$ cat src/verilog/cbg_pkg.sv
// Shared constants and carrier types for the processor card glue logic
package cbg_pkg;

   // Default strap settings
   localparam logic       WAIT_FETCH_EN_RST = 1'b0;
   localparam logic       WAIT_IO_EN_RST    = 1'b0;
   localparam logic       WAIT_MEM_EN_RST   = 1'b0;
   localparam logic       WAIT_LEN_TWO_RST  = 1'b0;
   localparam logic       RESET_FROM_BUS_RST = 1'b0;
   localparam logic       CLK_SLOW_RST      = 1'b0;
   localparam logic       PWRFAIL_EN_RST    = 1'b0;
   localparam logic       REFRESH_EN_RST    = 1'b1;
   localparam logic       MREQ_EN_RST       = 1'b0;
   localparam logic       SERB_EXT_CLK_RST  = 1'b0;

   // Block base straps: grounded (0) means base bit set
   localparam logic [2:0] BLOCK_BASE_RST    = 3'h0;
   // default slots 10H, 14H, 18H, 1CH
   localparam logic [2:0] SLOT_PIO_RST      = 3'h4;
   localparam logic [2:0] SLOT_DMA_RST      = 3'h5;
   localparam logic [2:0] SLOT_TMR_RST      = 3'h6;
   localparam logic [2:0] SLOT_SER_RST      = 3'h7;

   // Address field positions
   localparam int         BLK_LSB           = 5;
   localparam int         SLOT_LSB          = 2;

   // Wait lengths in system clock cycles
   localparam logic [1:0] WAIT_SHORT        = 2'h1;
   localparam logic [1:0] WAIT_LONG         = 2'h2;

   // System clock rates and divide ratios from the 40 MHz clock
   localparam int         CLK_HZ            = 40000000;
   localparam int         FAST_HZ           = 4000000;
   localparam int         SLOW_HZ           = 2000000;
   localparam logic [4:0] FAST_HALF = 5'(CLK_HZ / FAST_HZ / 2);
   localparam logic [4:0] SLOW_HALF = 5'(CLK_HZ / SLOW_HZ / 2);

   // Processor cycle status, active high
   typedef struct packed {
      logic fetch;
      logic mem;
      logic io;
      logic refresh;
   } cbg_cycle_t;

   // Wait configuration
   typedef struct packed {
      logic fetch_en;
      logic io_en;
      logic mem_en;
      logic len_two;
   } cbg_wait_cfg_t;

   // Chip selects, active high internally
   typedef struct packed {
      logic parallel_io_unit;
      logic dma;
      logic tmr;
      logic ser;
   } cbg_sel_t;

   typedef enum logic [2:0] {
      WG_IDLE = 3'b001,
      WG_WAIT = 3'b010,
      WG_DONE = 3'b100
   } cbg_wg_state_t;

endpackage : cbg_pkg

$ cat src/verilog/cbg_glue.sv
// Processor card glue: waits, decode, clock, reset and bus gating
// Notes on behaviour
// - Wait low on ready, extra-ready or generator
// - Separate fetch, I/O, memory wait enables
// - One setting picks one or two waits
// - Bus ready waits ignore length setting
// - All on-board wait enables off by default
// - Common reset from ext-clear or bus reset
// - System clock 4 MHz default, 2 MHz option
// - Power-fail drives NMI when enabled
// - Refresh driven to bus, enabled by default
// - Memory request to bus, disabled by default
// - Serial B clock from timer or external
// - Decode only when A7-A5 match block
// - Each peripheral picks own A4-A2 slot
// - Unassigned block addresses get no response
// - Grounded block strap makes base bit one
// - Default slots 10H,14H,18H,1CH
// - Unused DMA ready input held high
`timescale 1ns/1ps
module cbg_glue (
   input  wire logic       clk,
   input  wire logic       reset,
   // Straps, sampled as levels
   input  wire logic       wait_fetch_en,
   input  wire logic       wait_io_en,
   input  wire logic       wait_mem_en,
   input  wire logic       wait_len_two,
   input  wire logic       reset_from_bus,
   input  wire logic       clk_slow_sel,
   input  wire logic       powerfail_route_enable,
   input  wire logic       refresh_out_enable,
   input  wire logic       mreq_out_enable,
   input  wire logic       serb_ext_clk_sel,
   input  wire logic [2:0] block_ground_n,
   input  wire logic [2:0] slot_pio,
   input  wire logic [2:0] slot_dma,
   input  wire logic [2:0] slot_tmr,
   input  wire logic [2:0] slot_ser,
   // Processor side
   input  wire logic       cpu_m1_n,
   input  wire logic       cpu_mreq_n,
   input  wire logic       cpu_iorq_n,
   input  wire logic       cpu_refresh_out_enable_n,
   input  wire logic [7:0] cpu_addr,
   output logic            cpu_wait_n,
   output logic            cpu_nmi_n,
   // Backplane
   input  wire logic       bus_rdy,
   input  wire logic       bus_xrdy,
   input  wire logic       bus_ext_clr_n,
   input  wire logic       bus_reset_n,
   input  wire logic       bus_pwrfail_n,
   output logic            bus_refresh_n,
   output logic            bus_refresh_oe,
   output logic            bus_mreq_n,
   output logic            bus_mreq_oe,
   // On-board peripherals
   input  wire logic       timer_ch2_clk,
   input  wire logic       ext_serb_clk,
   input  wire logic       dma_rdy_pad,
   input  wire logic       dma_rdy_pad_used,
   output logic            serb_clk,
   output logic            dma_rdy,
   output logic            board_reset_n,
   output logic            sys_clk,
   output logic            parallel_io_unit_sel_n,
   output logic            dma_unit_sel_n,
   output logic            timer_unit_sel_n,
   output logic            serial_io_unit_sel_n
);

   // Three-stage input sync; change accepted when stages 2 and 3 agree
   localparam int NSYNC = 9;
   logic [NSYNC-1:0] sy1_q;
   logic [NSYNC-1:0] sy2_q;
   logic [NSYNC-1:0] sy3_q;
   logic [NSYNC-1:0] syf_q;
   logic [NSYNC-1:0] raw_in;

   assign raw_in = {bus_rdy, bus_xrdy, bus_ext_clr_n, bus_reset_n,
                    bus_pwrfail_n, timer_ch2_clk, ext_serb_clk,
                    dma_rdy_pad, 1'b0};

   always_ff @(posedge clk) begin
      if (reset) begin
         sy1_q <= 9'h1ff;
         sy2_q <= 9'h1ff;
         sy3_q <= 9'h1ff;
         syf_q <= 9'h1ff;
      end else begin
         sy1_q <= raw_in;
         sy2_q <= sy1_q;
         sy3_q <= sy2_q;
         // Take the level once stages 2 and 3 agree, else hold
         syf_q <= (sy2_q & sy3_q) | (syf_q & (sy2_q ^ sy3_q));
      end
   end

   logic s_rdy;
   logic s_xrdy;
   logic s_ext_clr_n;
   logic s_bus_reset_n;
   logic s_pwrfail_n;
   logic s_tmr2;
   logic s_extb;
   logic s_dma_pad;

   assign s_rdy         = syf_q[8];
   assign s_xrdy        = syf_q[7];
   assign s_ext_clr_n   = syf_q[6];
   assign s_bus_reset_n = syf_q[5];
   assign s_pwrfail_n   = syf_q[4];
   assign s_tmr2        = syf_q[3];
   assign s_extb        = syf_q[2];
   assign s_dma_pad     = syf_q[1];

   // Straps caught after reset release, held steady afterwards
   cbg_pkg::cbg_wait_cfg_t wcfg_q;
   logic       rst_bus_q;
   logic       slow_q;
   logic       pwr_q;
   logic       refresh_out_enable_q;
   logic       mreq_q;
   logic       extb_q;
   logic [2:0] base_q;
   logic       strap_taken_q;

   always_ff @(posedge clk) begin
      if (reset) begin
         wcfg_q        <= {cbg_pkg::WAIT_FETCH_EN_RST,
                           cbg_pkg::WAIT_IO_EN_RST,
                           cbg_pkg::WAIT_MEM_EN_RST,
                           cbg_pkg::WAIT_LEN_TWO_RST};
         rst_bus_q     <= cbg_pkg::RESET_FROM_BUS_RST;
         slow_q        <= cbg_pkg::CLK_SLOW_RST;
         pwr_q         <= cbg_pkg::PWRFAIL_EN_RST;
         refresh_out_enable_q        <= cbg_pkg::REFRESH_EN_RST;
         mreq_q        <= cbg_pkg::MREQ_EN_RST;
         extb_q        <= cbg_pkg::SERB_EXT_CLK_RST;
         base_q        <= cbg_pkg::BLOCK_BASE_RST;
         strap_taken_q <= 1'b0;
      end else if (!strap_taken_q) begin
         wcfg_q        <= {wait_fetch_en, wait_io_en, wait_mem_en,
                           wait_len_two};
         rst_bus_q     <= reset_from_bus;
         slow_q        <= clk_slow_sel;
         pwr_q         <= powerfail_route_enable;
         refresh_out_enable_q        <= refresh_out_enable;
         mreq_q        <= mreq_out_enable;
         extb_q        <= serb_ext_clk_sel;
         base_q        <= ~block_ground_n;
         strap_taken_q <= 1'b1;
      end
   end

   logic rst_src_n;
   assign rst_src_n = rst_bus_q ? s_bus_reset_n : s_ext_clr_n;

   // system clock divider, rate from strap
   logic [4:0] div_q;
   logic       sclk_q;
   logic [4:0] half;
   logic       tick;

   assign half = slow_q ? cbg_pkg::SLOW_HALF : cbg_pkg::FAST_HALF;
   assign tick = (div_q == half - 5'h1) & sclk_q;

   always_ff @(posedge clk) begin
      if (reset) begin
         div_q  <= 5'h0;
         sclk_q <= 1'b0;
      end else if (div_q >= half - 5'h1) begin
         div_q  <= 5'h0;
         sclk_q <= ~sclk_q;
      end else begin
         div_q  <= div_q + 5'h1;
      end
   end

   // Processor cycle status decode
   cbg_pkg::cbg_cycle_t cyc;
   assign cyc.fetch   = ~cpu_m1_n & ~cpu_mreq_n;
   assign cyc.mem     = ~cpu_mreq_n & cpu_refresh_out_enable_n;
   assign cyc.io      = ~cpu_iorq_n & cpu_m1_n;
   assign cyc.refresh = ~cpu_refresh_out_enable_n;

   logic gen_wait;
   cbg_wait_gen u_wait (
      .clk      (clk),
      .reset    (reset),
      .sys_tick (tick),
      .cycle    (cyc),
      .cfg      (wcfg_q),
      .wait_req (gen_wait)
   );

   cbg_pkg::cbg_sel_t sel;
   cbg_port_decode u_dec (
      .io_cycle   (cyc.io),
      .addr       (cpu_addr),
      .block_base (base_q),
      .slot_pio   (slot_pio),
      .slot_dma   (slot_dma),
      .slot_tmr   (slot_tmr),
      .slot_ser   (slot_ser),
      .sel        (sel)
   );

   // Registered outputs
   logic rst_out_q;
   logic nmi_q;
   logic serb_q;
   logic dma_q;
   cbg_pkg::cbg_sel_t sel_q;

   always_ff @(posedge clk) begin
      if (reset) begin
         rst_out_q <= 1'b0;
         nmi_q     <= 1'b1;
         serb_q    <= 1'b0;
         dma_q     <= 1'b1;
         sel_q     <= '0;
      end else begin
         rst_out_q <= rst_src_n;
         nmi_q     <= ~(pwr_q & ~s_pwrfail_n);
         serb_q    <= extb_q ? s_extb : s_tmr2;
         dma_q     <= dma_rdy_pad_used ? s_dma_pad : 1'b1;
         sel_q     <= sel;
      end
   end

   // wait from any of three sources
   // bus waits follow the bus lines only
   assign cpu_wait_n     = ~(~s_rdy | ~s_xrdy | gen_wait);
   assign cpu_nmi_n      = nmi_q;
   assign bus_refresh_n  = cpu_refresh_out_enable_n;
   assign bus_refresh_oe = refresh_out_enable_q;
   // memory request gated onto the bus
   assign bus_mreq_n     = cpu_mreq_n;
   assign bus_mreq_oe    = mreq_q;
   assign serb_clk       = serb_q;
   assign dma_rdy        = dma_q;
   assign board_reset_n  = rst_out_q;
   assign sys_clk        = sclk_q;
   assign parallel_io_unit_sel_n = ~sel_q.parallel_io_unit;
   assign dma_unit_sel_n         = ~sel_q.dma;
   assign timer_unit_sel_n       = ~sel_q.tmr;
   assign serial_io_unit_sel_n   = ~sel_q.ser;

   chk_wait_bus_rdy: assert property (@(posedge clk) disable iff (reset)
      !s_rdy || !s_xrdy |-> !cpu_wait_n)
      else $error("bus ready low without processor wait");

   chk_sel_io_only: assert property (@(posedge clk) disable iff (reset)
      !cyc.io |=> sel_q == '0)
      else $error("select outside I/O cycle");

   chk_sel_block: assert property (@(posedge clk) disable iff (reset)
      sel != '0 |-> cpu_addr[7:5] == base_q)
      else $error("select outside block");

   chk_nmi_route: assert property (@(posedge clk) disable iff (reset)
      pwr_q && !s_pwrfail_n |=> !cpu_nmi_n)
      else $error("power-fail not routed to NMI");

   chk_nmi_quiet: assert property (@(posedge clk) disable iff (reset)
      !pwr_q && $past(!pwr_q) |-> cpu_nmi_n)
      else $error("NMI asserted with routing off");

   chk_dma_idle: assert property (@(posedge clk) disable iff (reset)
      !dma_rdy_pad_used |=> dma_rdy)
      else $error("unused DMA ready not high");

   chk_reset_src: assert property (@(posedge clk) disable iff (reset)
      strap_taken_q && $stable(rst_bus_q)
      |=> board_reset_n == $past(rst_src_n))
      else $error("board reset not from chosen source");

   chk_mreq_gate: assert property (@(posedge clk) disable iff (reset)
      strap_taken_q |-> bus_mreq_oe == mreq_q && bus_refresh_oe == refresh_out_enable_q)
      else $error("bus drive enables wrong");

endmodule : cbg_glue

$ cat src/verilog/cbg_wait_gen.sv
// On-board wait-state generator
`timescale 1ns/1ps
module cbg_wait_gen (
   input  wire logic                   clk,
   input  wire logic                   reset,
   input  wire logic                   sys_tick,
   input  wire cbg_pkg::cbg_cycle_t    cycle,
   input  wire cbg_pkg::cbg_wait_cfg_t cfg,
   output logic                        wait_req
);

   cbg_pkg::cbg_wg_state_t state_q;
   cbg_pkg::cbg_wg_state_t state_d;
   logic [1:0]             cnt_q;
   logic [1:0]             cnt_d;
   logic                   want;
   logic [1:0]             len;

   assign want = (cycle.fetch & cfg.fetch_en)
               | (cycle.io & cfg.io_en)
               | (cycle.mem & ~cycle.fetch & ~cycle.refresh & cfg.mem_en);
   assign len  = cfg.len_two ? cbg_pkg::WAIT_LONG : cbg_pkg::WAIT_SHORT;

   always_comb begin
      state_d = state_q;
      cnt_d   = cnt_q;
      case (state_q)
         cbg_pkg::WG_IDLE: begin
            if (want) begin
               state_d = cbg_pkg::WG_WAIT;
               cnt_d   = len;
            end
         end
         cbg_pkg::WG_WAIT: begin
            if (sys_tick) begin
               cnt_d = cnt_q - 2'h1;
               if (cnt_q == 2'h1) begin
                  state_d = cbg_pkg::WG_DONE;
               end
            end
         end
         cbg_pkg::WG_DONE: begin
            // Hold off until the cycle ends so one cycle waits once
            if (!want) begin
               state_d = cbg_pkg::WG_IDLE;
            end
         end
         default: begin
            state_d = cbg_pkg::WG_IDLE;
            cnt_d   = 2'h0;
         end
      endcase
   end

   always_ff @(posedge clk) begin
      if (reset) begin
         state_q <= cbg_pkg::WG_IDLE;
         cnt_q   <= 2'h0;
      end else begin
         state_q <= state_d;
         cnt_q   <= cnt_d;
      end
   end

   // Combinational so the wait lands in the cycle that asks for it
   assign wait_req = (state_q == cbg_pkg::WG_WAIT)
                   | ((state_q == cbg_pkg::WG_IDLE) & want);

   // long wait held for at least two clock cycles
   chk_wait_len_long: assert property (@(posedge clk) disable iff (reset)
      $rose(state_q == cbg_pkg::WG_WAIT) && cnt_q == 2'h2
      |-> (state_q == cbg_pkg::WG_WAIT)[*2])
      else $error("long wait ended early");

   // no on-board wait with enables off
   chk_wait_off: assert property (@(posedge clk) disable iff (reset)
      !cfg.fetch_en && !cfg.io_en && !cfg.mem_en
      && state_q == cbg_pkg::WG_IDLE |-> !wait_req)
      else $error("wait raised with all enables off");

endmodule : cbg_wait_gen

$ cat src/verilog/cbg_port_decode.sv
// Peripheral chip-select decoder for the 32-address I/O block
`timescale 1ns/1ps
module cbg_port_decode (
   input  wire logic              io_cycle,
   input  wire logic [7:0]        addr,
   input  wire logic [2:0]        block_base,
   input  wire logic [2:0]        slot_pio,
   input  wire logic [2:0]        slot_dma,
   input  wire logic [2:0]        slot_tmr,
   input  wire logic [2:0]        slot_ser,
   output cbg_pkg::cbg_sel_t      sel
);

   logic       blk_hit;
   logic [2:0] slot;

   function automatic logic slot_hit(input logic [2:0] a,
                                     input logic [2:0] s);
      slot_hit = (a == s);
   endfunction : slot_hit

   assign blk_hit  = io_cycle
                   & (addr[cbg_pkg::BLK_LSB +: 3] == block_base);
   assign slot     = addr[cbg_pkg::SLOT_LSB +: 3];
   assign sel.parallel_io_unit  = blk_hit & slot_hit(slot, slot_pio);
   assign sel.dma  = blk_hit & slot_hit(slot, slot_dma);
   assign sel.tmr  = blk_hit & slot_hit(slot, slot_tmr);
   assign sel.ser  = blk_hit & slot_hit(slot, slot_ser);

endmodule : cbg_port_decode

$ cat config.mk
export PLATFORM = sky130hd
export DESIGN_NAME = cbg_glue
export DESIGN_NICKNAME = d
export VERILOG_FILES = /design/src/verilog/cbg_pkg.sv /design/src/verilog/cbg_glue.sv /design/src/verilog/cbg_wait_gen.sv /design/src/verilog/cbg_port_decode.sv
export SDC_FILE = /design/constraint.sdc
export NUM_CORES = 1
export LEC_CHECK = 0
export BUFFER_PORTS_ARGS = -buffer_cell sky130_fd_sc_hd__buf_2
export CORE_ASPECT_RATIO = 0.6
export CORE_MARGIN = 8
export CORE_UTILIZATION = 40
export CTS_CLUSTER_SIZE = 24
export DETAILED_ROUTE_END_ITERATION = 6
export GPL_TIMING_DRIVEN = 1
export PLACE_DENSITY = 0.68
export RECOVER_POWER = 50
export SYNTH_ARGS = -nofsm -noshare
export SYNTH_HDL_FRONTEND = slang
export SYNTH_HIERARCHICAL = 1
export SYNTH_SLANG_ARGS = --single-unit
$ cat constraint.sdc
create_clock -name clk -period 3.78 [get_ports clk]
set_input_delay 0.756 -clock clk [delete_from_list [all_inputs] [get_ports clk]]
set_output_delay 0.756 -clock clk [all_outputs]
set_load 0.05 [all_outputs]
== Yosys cells after proc, flatten, opt, wreduce, memory -nomap -nowiden ==
Index checks and enable logic that the tools add are counted.

* Bits in registers: 69
* Input bits: 48

* $add $sub $neg: 3
* Bitwise logic cells: 42
* Equal/unequal tests: 14
* Multiplexer cells: 14
* Order comparisons: 1
* Reductions and logical operators: 4

{| class="wikitable"
|+ Operators by type and width
! cell !! number
|-
| $and A9 B9 Y9 || 2
|-
| $and A1 B1 Y1 || 16
|-
| $not A1 Y1 || 16
|-
| $eq A3 B3 Y1 || 5
|-
| $mux W3 || 4
|-
| $or A9 B9 Y9 || 1
|-
| $pmux W3 S3 || 1
|-
| $xor A9 B9 Y9 || 1
|-
| $mux W2 || 3
|-
| $pmux W2 S3 || 1
|-
| $add A5 B1 Y5 const B || 1
|-
| $eq A5 B5 Y1 || 1
|-
| $ge A5 B5 Y1 || 1
|-
| $or A1 B1 Y1 || 5
|-
| $sub A4 B1 Y5 const B || 1
|-
| $mux W1 || 4
|-
| $mux W4 || 1
|-
| $ne A2 B1 Y1 const B || 2
|-
| $ne A2 B2 Y1 const B || 2
|-
| $reduce_and A4 Y1 || 1
|-
| $reduce_or A2 Y1 || 2
|-
| $eq A3 B1 Y1 const B || 1
|-
| $eq A3 B2 Y1 const B || 1
|-
| $eq A3 B3 Y1 const B || 1
|-
| 4 further kinds || 4
|}

== Depth between registers and ports, before layout ==
Gate-level depths: netlist of run 1.

* Depth in word-level cells: 11
* Gate-level depth with buffers: 8
* Depth with buffers taken out: 8

== Hierarchy ==
The synthesis of run 1 kept the hierarchy.

{| class="wikitable"
|+ Modules (own cells, without submodules)
! module !! sequential area each (sq um) !! area each (sq um) !! instances !! cells each
|-
| cbg_glue || 1201.2 || 2044.5 || 1 || 189
|-
| cbg_wait_gen || 100.1 || 324.1 || 1 || 41
|-
| cbg_port_decode || 0.0 || 162.7 || 1 || 20
|}

== Worst setup path before layout of run 1 ==
No wires, ideal clock.

* Kind: input -> output
* Start: input cpu_refresh_out_enable_n
* End: output cpu_wait_n
* Buffers on the path: 0
* Setup slack: 0.894 ns
* Required time: 3.024 ns
* Cell stages on the path: 7
* Arrival time: 2.130 ns
* Cells stage by stage: inv_1 -> nor2_1 -> nor4bb_1 -> a221o_1 -> or2b_1 -> a21oi_1 -> nor2_1

{| class="wikitable"
|+ RTL lines
! item !! RTL line !! RTL
|-
| from (decl) || cbg_glue.sv:44 || <nowiki>input wire logic cpu_refresh_out_enable_n,</nowiki>
|-
| to (decl) || cbg_glue.sv:46 || <nowiki>output logic cpu_wait_n,</nowiki>
|}

==> results of run 1 <==
[metrics by stage]
step	total power (W)	util, %	hold WS, ns	setup WS [ns]	cell area (um^2)
after CTS	0.001531	50.66	0.3858	0.9441	3095
final	0.001506	50.63	0.3837	0.9227	3094
after global placement	0.0009109	47.13	0.3680	0.9759	2880
after floorplan	0.0008632	-	0.3576	0.8939	2531
after global routing	0.001587	50.63	0.4079	0.8300	3094
after detailed placement	0.0009163	47.13	0.3678	0.9490	2880
[cells in the final DEF (no fill, tap or decap), types with 2 or more instances in the layout]
master	n
xor2_1	14
ha_1	13
buf_2	58
xnor2_1	5
nor2b_1	7
or2_2	25
clkinv_4	3
inv_1	13
nor3_1	3
clkbuf_8	11
nand2b_1	4
mux2i_1	14
nor2_1	32
a21oi_1	8
nand3_1	2
or3_4	2
o22ai_1	2
nand2_1	7
dfxtp_1	65
nor4_1	4
a211o_1	9
[how the worst max path moves through the flow]
stage,startpoint,endpoint
detailed placement,cpu_mreq_n,cpu_wait_n
CTS,cpu_mreq_n,cpu_wait_n
finish,cpu_mreq_n,cpu_wait_n
global route,cpu_refresh_out_enable_n,cpu_wait_n
global placement,cpu_mreq_n,cpu_wait_n
floorplan,cpu_refresh_out_enable_n,cpu_wait_n
[power by group]
part           switching, W  internal (W)  total, W
logic             0.0000867     0.0000721  0.000159
registers         0.0000226      0.000718  0.000741
clock network      0.000263      0.000344  0.000606
total              0.000372       0.00113   0.00151
[worst max-delay path, stage by stage]
cell	delay [ns]
buf_2	0.09
nor2_1	0.05
nor4bb_1	0.27
a221o_1	0.26
or2b_1	0.25
a21oi_1	0.14
nor2_1	0.07
buf_2	0.21
[cell families after synthesis]
kind of cell    count (synthesis)
simple gates                   91
xor+xnor                       19
fa+ha+maj                      13
buf+inv                        24
flops                          65
mux                            14
compound gates                 24
[registers in the layout (all words and copies together), names as in the netlist, 2 cells and up]
register        cells
div_q               5
syf_q               8
sy3_q               8
base_q              3
wcfg_q              4
sel_q               4
u_wait/cnt_q        2
sy1_q               8
sy2_q               8
u_wait/state_q      3
[per-layer routing]
metal,global-route usage [%],part of all wire [%]
met1,13.63,52
met2,15.27,38
met3,5.708,7.9
met4,5.270,1.5
met5,0,0
[layout make-up]
class,instances,area (um^2),area share (%)
multi-input cells,161,1130,36.51
well taps,84,105.1,3.397
inverters,13,48.80,1.577
repair buffers,59,294.0,9.503
clock inverters,5,63.81,2.062
clock buffers,11,151.4,4.893
flip-flops and latches,65,1301,42.05
==> results.md, run 1 <==
* First-pass GRT wire length at 8093 um
* Adder-cell share of the synthesized area at 6.426%
* Port Buffers at 59
* Post-Syn Area at 2531 um^2
* Starting DRT DRC Count at 81
* Placement Rows at 22
* Synthesis-to-layout area growth at 22.24%
* Width of the die at roughly 120 um
* Primary FF master, synth: dfxtp_1
* Setup TNS at 0 ns
* RSZ-0062 raised after global routing: no
* First-pass iteration count of the detailed router at 4
* Async S/R FF share, synth at 0%
* Synth Instances at 250
* Multiplexer share of the synthesized area at 5.536%
* Min-Delay Path Depth at 1
* Nets at 370
* Detail Placement HPWL at 3410 um
* Drt via density at approximately 4.5
* Fin crit share at 75.59%
* WHS Endpoint: cpu_nmi_n
* Die area at 9213 um^2
* CTS tree: done
* Reg2reg end: u_wait/state_q[2]
* Reg2reg start: slow_q
* Post-synthesis simple-gate area fraction at 19.28%
* Max Freq at 350.0 MHz
* Post-synthesis sequential area ratio at 51.41%
* Leakage power at 1.344 nW
* Final ANT Viol Nets at 0
* Post-Syn Nets at 311
* Cts hold-fix bufs at 0
* Max rail drop VDD at 0.1685 mV
* Largest net degree at the start of global routing at 62
* Root Buffer: clkbuf_8
* Die Span Y at 77.62 um
* Gr ovfl total at 0
* Register bit total from synthesis at 65
* Min Tclk post-route at 2.857 ns
* Clock Skews at 0.004927 ns
* Clk sinks at 65
* # diodes at 0
* Fill cells at approximately 600
* # resized after CTS at 0
* Arrival time worst endpoint at 2.10 ns
* Compound-gate portion of the synthesized area at 6.822%
* CTS max path bufs at 2
* PD cells at 486.6 nW/um^2
* Fin cells at 398
* CP required at about 3.0 ns
* Vias in the first global route at 1714
* Rel. slew slack at -51.77%
* R2R cell count at 7
* GP Congestion at 0.7672
* Slew Viols, Final at 62
* Placed Cells at 382
* Routed WL per cell at 11.96 um
* Top cells by area, synth: dfxtp_1, ha_1, or2_2
* Post-CTS setup buffers at 0
* Final Hold Vio Count at 0
* Clk_lat worst skew at 0.33 ns
* Worst setup path class: in2out
* Measured slew at the worst slew-check pin at 2.276 ns
* Post-synth EDFFs at 0
* Crit Path Max Fanout at 5
* Synth area leader: dfxtp_1
* Synth Warn # at 6
* HP Class: reg2reg
* Total core area at slightly above 6000 um^2
* Post-synth top area share at 51.41%
* Top-count cell post-synth: dfxtp_1
* All-layer global routing usage at 10.96%
* Post-Syn Area per Cell at 10.12 um^2
* Fraction of layout cells with a size suffix above 1 at about 33%
* Worst setup EP type: primary output
* DRC violation count after routing at 0
* CTS Buf Count at 9
* CTS clock-pin slew for the worst setup and hold paths at approximately 0.07 ns
* # IOs at 62
* Max Cap Viol at 1
* Initial Util at 41.42%
* Finish-stage setup viols at 0
* Initial antenna violation count at 0
* CP Launch Type: primary input
* Failing checks: capacitance limit, slew limit
* Final wirelength at 4759 um
* H-tree level count at 3
* Via count at about 1800
* Largest family of logic cells by synthesized area: simple AND/OR/NAND/NOR gates
* Hold wc startpoint: pwr_q
* Top post-synthesis cells by count: dfxtp_1, nor2_1, or2_2
* Yosys cell types at 32
* R2R setup slack at 1.89 ns
* Status: complete, but fails checks
* Xor-xnor portion of the synthesized cell area at about 6.6%
(Power assumes the default switching activity.)
==> run 2, diff against run 1 <==
--- a/config.mk
+++ b/config.mk
@@ -5,6 +5,7 @@
 export SDC_FILE = /design/constraint.sdc
 export NUM_CORES = 1
 export LEC_CHECK = 0
+export ABC_AREA = 1
 export BUFFER_PORTS_ARGS = -buffer_cell sky130_fd_sc_hd__buf_2
 export CORE_ASPECT_RATIO = 0.6
 export CORE_MARGIN = 8
@@ -12,7 +13,7 @@
 export CTS_CLUSTER_SIZE = 24
 export DETAILED_ROUTE_END_ITERATION = 6
 export GPL_TIMING_DRIVEN = 1
-export PLACE_DENSITY = 0.68
+export PLACE_DENSITY = 0.67
 export RECOVER_POWER = 50
 export SYNTH_ARGS = -nofsm -noshare
 export SYNTH_HDL_FRONTEND = slang
==> constraint.sdc (replaced) <==
create_clock -name clk -period 2.8 [get_ports clk]
set_input_delay 0.56 -clock clk [delete_from_list [all_inputs] [get_ports clk]]
set_output_delay 0.56 -clock clk [all_outputs]
set_load 0.05 [all_outputs]
==> run 2 against run 1 <==
  * The run now ends clean
  * Final cell count grew 22%
  * First-iteration DRC count down 1.2%
  * Critical path type is now in2reg
  * Sequential cell count is the same
  * Sequential power grew 40%
  * Sequential share of layout area is 1.1 points lower
  * Utilization is 1.9 points lower
  * Worst hold slack gained 0.010 ns
==> results.md, run 2 <==
* Fraction of layout cells with a size suffix above 1 at approximately a quarter
* Worst setup path class: in2reg
* Max incr delay on CP at 0.77 ns
* Fin crit share at 79.67%
* Hold slack at 0.3942 ns
* Width of the die at 121.1 um
* Top post-synthesis cells by count: dfxtp_1, nand2_1, nor2_1
* # IOs at 62
* Design area at 3181 um^2
* Worst setup EP type: flip-flop
* Most common cell after layout, fill and taps aside: dfxtp_1
* GR Util met2 at 17.41%
* Post-synthesis sequential area ratio at approximately 49%
* Status: completed
* Routed WL per cell at 10.55 um
* Xor-xnor portion of the synthesized cell area at approximately 3.6%
* Max rail drop VDD at 0.4433 mV
* Post-synth EDFFs at 0
* H-tree level count at 3
* Fin cells at 485
* Die area at 9571 um^2
* Compound-gate portion of the synthesized area at around 6.4%
* Setup TNS at 0 ns
* All-layer global routing usage at a little under an eighth
* Met1 usage at 13.25%
* First-pass iteration count of the detailed router at 4
* Via count at a little over 2000
* Placed Cells at 469
* Finish-stage setup viols at 0
* Final Hold Vio Count at 0
* Crit Path Max Fanout at 31
* Async S/R FF share, synth at 0%
* Nets at around 450
* R2R setup slack at ~1.1 ns
* Starting DRT DRC Count at 80
* Drt via density at approximately 4.3
* Vias in the first global route at about 1900
* Placement Rows at 23
* Final wirelength at just over 5000 um
* Port Buffers at about 60
* CP required at 2.99 ns
* Rel. slew slack at approximately 29%
* # diodes at 0
* Post-Syn Area at 2650 um^2
* Initial antenna violation count at 0
* Placed Area at between 3000 and 4000 um^2
* Arrival time worst endpoint at 2.42 ns
* Synth area leader: dfxtp_1
* Gr ovfl total at 0
* Top-count cell post-synth: dfxtp_1
* Synth Instances at 332
* CP cell instances: clkbuf_1 > inv_1 > clkbuf_1 > o21ai_0 > a21oi_1
* Post-synth top area share at about half
* Largest family of logic cells by synthesized area: simple AND/OR/NAND/NOR gates
* Cts hold-fix bufs at 0
* Synth Warn # at 6
* Max Freq at roughly 450 MHz
* Register bit total from synthesis at 65
* Cell family with most CP delay: buffers and inverters
* Top cells by area, synth: dfxtp_1, nand2_1, nor2_1
* CTS clock-pin slew for the worst setup and hold paths at 0.06 ns
* HP Class: in2reg
* Max Cap Viol at 0
* Crit path buf inv count at 3
* Min Tclk post-route at 2.231 ns
* Detail Placement HPWL at 3910 um
* Die Span Y at about 79 um
* Post-synthesis simple-gate area fraction at 26.53%
* Synthesis-to-layout area growth at 20.02%
* # resized after CTS at 0
* Total Power at 0.002143 W
* Post-CTS setup buffers at 0
* GP Congestion at 0.8193
* CTS Buf Count at 9
* GRT met3 Usage at 5.520%
* Multiplexer share of the synthesized area at 0%
* PD cells at about 670 nW/um^2
* Slew Viols, Final at 0
* Root Buffer: clkbuf_8
* Post-Syn Area per Cell at 7.982 um^2
* CP dominant cell by count: clkbuf_1
* Most Crowded Layer GR: met2
* CTS tree: done
* RSZ-0062 raised after global routing: no
* Measured slew at the worst slew-check pin at ~1.1 ns
* Leakage power at 1.511 nW
* Most frequent cells in the layout: dfxtp_1, nand2_1, buf_2
* Clk sinks at 65
* DRC violation count after routing at 0
* CTS max path bufs at 2
* Total core area at 6533 um^2
* Post-Syn Nets at 393
* Final ANT Viol Nets at 0
* Yosys cell types at 25
* First-pass GRT wire length at around 8600 um
* Clock Skews at approximately 0.0071 ns
* Initial Util at 40.57%
* Primary FF master, synth: dfxtp_1
* CP max-delay cell: clkbuf_1
* Largest net degree at the start of global routing at 32
* CP Launch Type: primary input
* Adder-cell share of the synthesized area at 6.138%
* Clk_lat worst skew at 0.33 ns
[run 2: changes by cell type in the layout (fill, tap and decap cells not counted), moves of 12 or more]
cell | before | now
nand2_1 | 7 | 59
inv_1 | 13 | 43
nor2_1 | 32 | 52
mux2i_1 | 14 | 0
o21ai_0 | 1 | 15
xor2_1 | 14 | 2
[run 2: final cells by class]
| type | instances | area (um^2) |
|---|---|---|
| clock inverters | 2 | 12.51 |
| fillers | 625 | 3352 |
| multi-input cells | 213 | 1132 |
| clock buffers | 14 | 162.7 |
| inverters | 44 | 165.2 |
| flip-flops and latches | 65 | 1301 |
| repair buffers | 60 | 297.8 |
| well taps | 87 | 108.9 |
[run 2: path summary, 6_finish.rpt]
check,startpoint,endpoint,cells past startpoint
worst max-delay path,reset,base_q[0],5
worst min-delay path,dma_rdy_pad_used,dma_rdy,2
worst max register to register,slow_q,u_wait/state_q[2],11
worst min register to register,pwr_q,cpu_nmi_n,1
[run 2: cells by family (layout without fill, tap and decap cells)]
family | Yosys count | after routing
fa+ha+maj | 13 | 13
simple gates | 156 | 156
buf+inv | 54 | 120
xor+xnor | 11 | 11
flops | 65 | 65
compound gates | 33 | 33
[run 2: metal layers]
| layer | up-vias | wire (um) |
|---|---|---|
| met2 | 46 | 2241 |
| met3 | 9 | 343 |
| li1 | 1139 | - |
| met1 | 882 | 2468 |
| met5 | - | 0 |
| met4 | 0 | 66 |
[run 2: report_power, final]
| group | internal, W | switching [W] |
|---|---|---|
| logic | 0.000157 | 0.000263 |
| registers | 0.000994 | 0.0000431 |
| clock network | 0.000369 | 0.000317 |
| total | 0.00152 | 0.000623 |
[run 2: metrics by stage]
step	setup slack (ns)	util [%]
floorplan	0.5885	-
global placement	0.6701	46.08
detailed placement	0.6428	46.08
CTS	0.6377	48.76
global route	0.2564	48.69
finish	0.5691	48.69
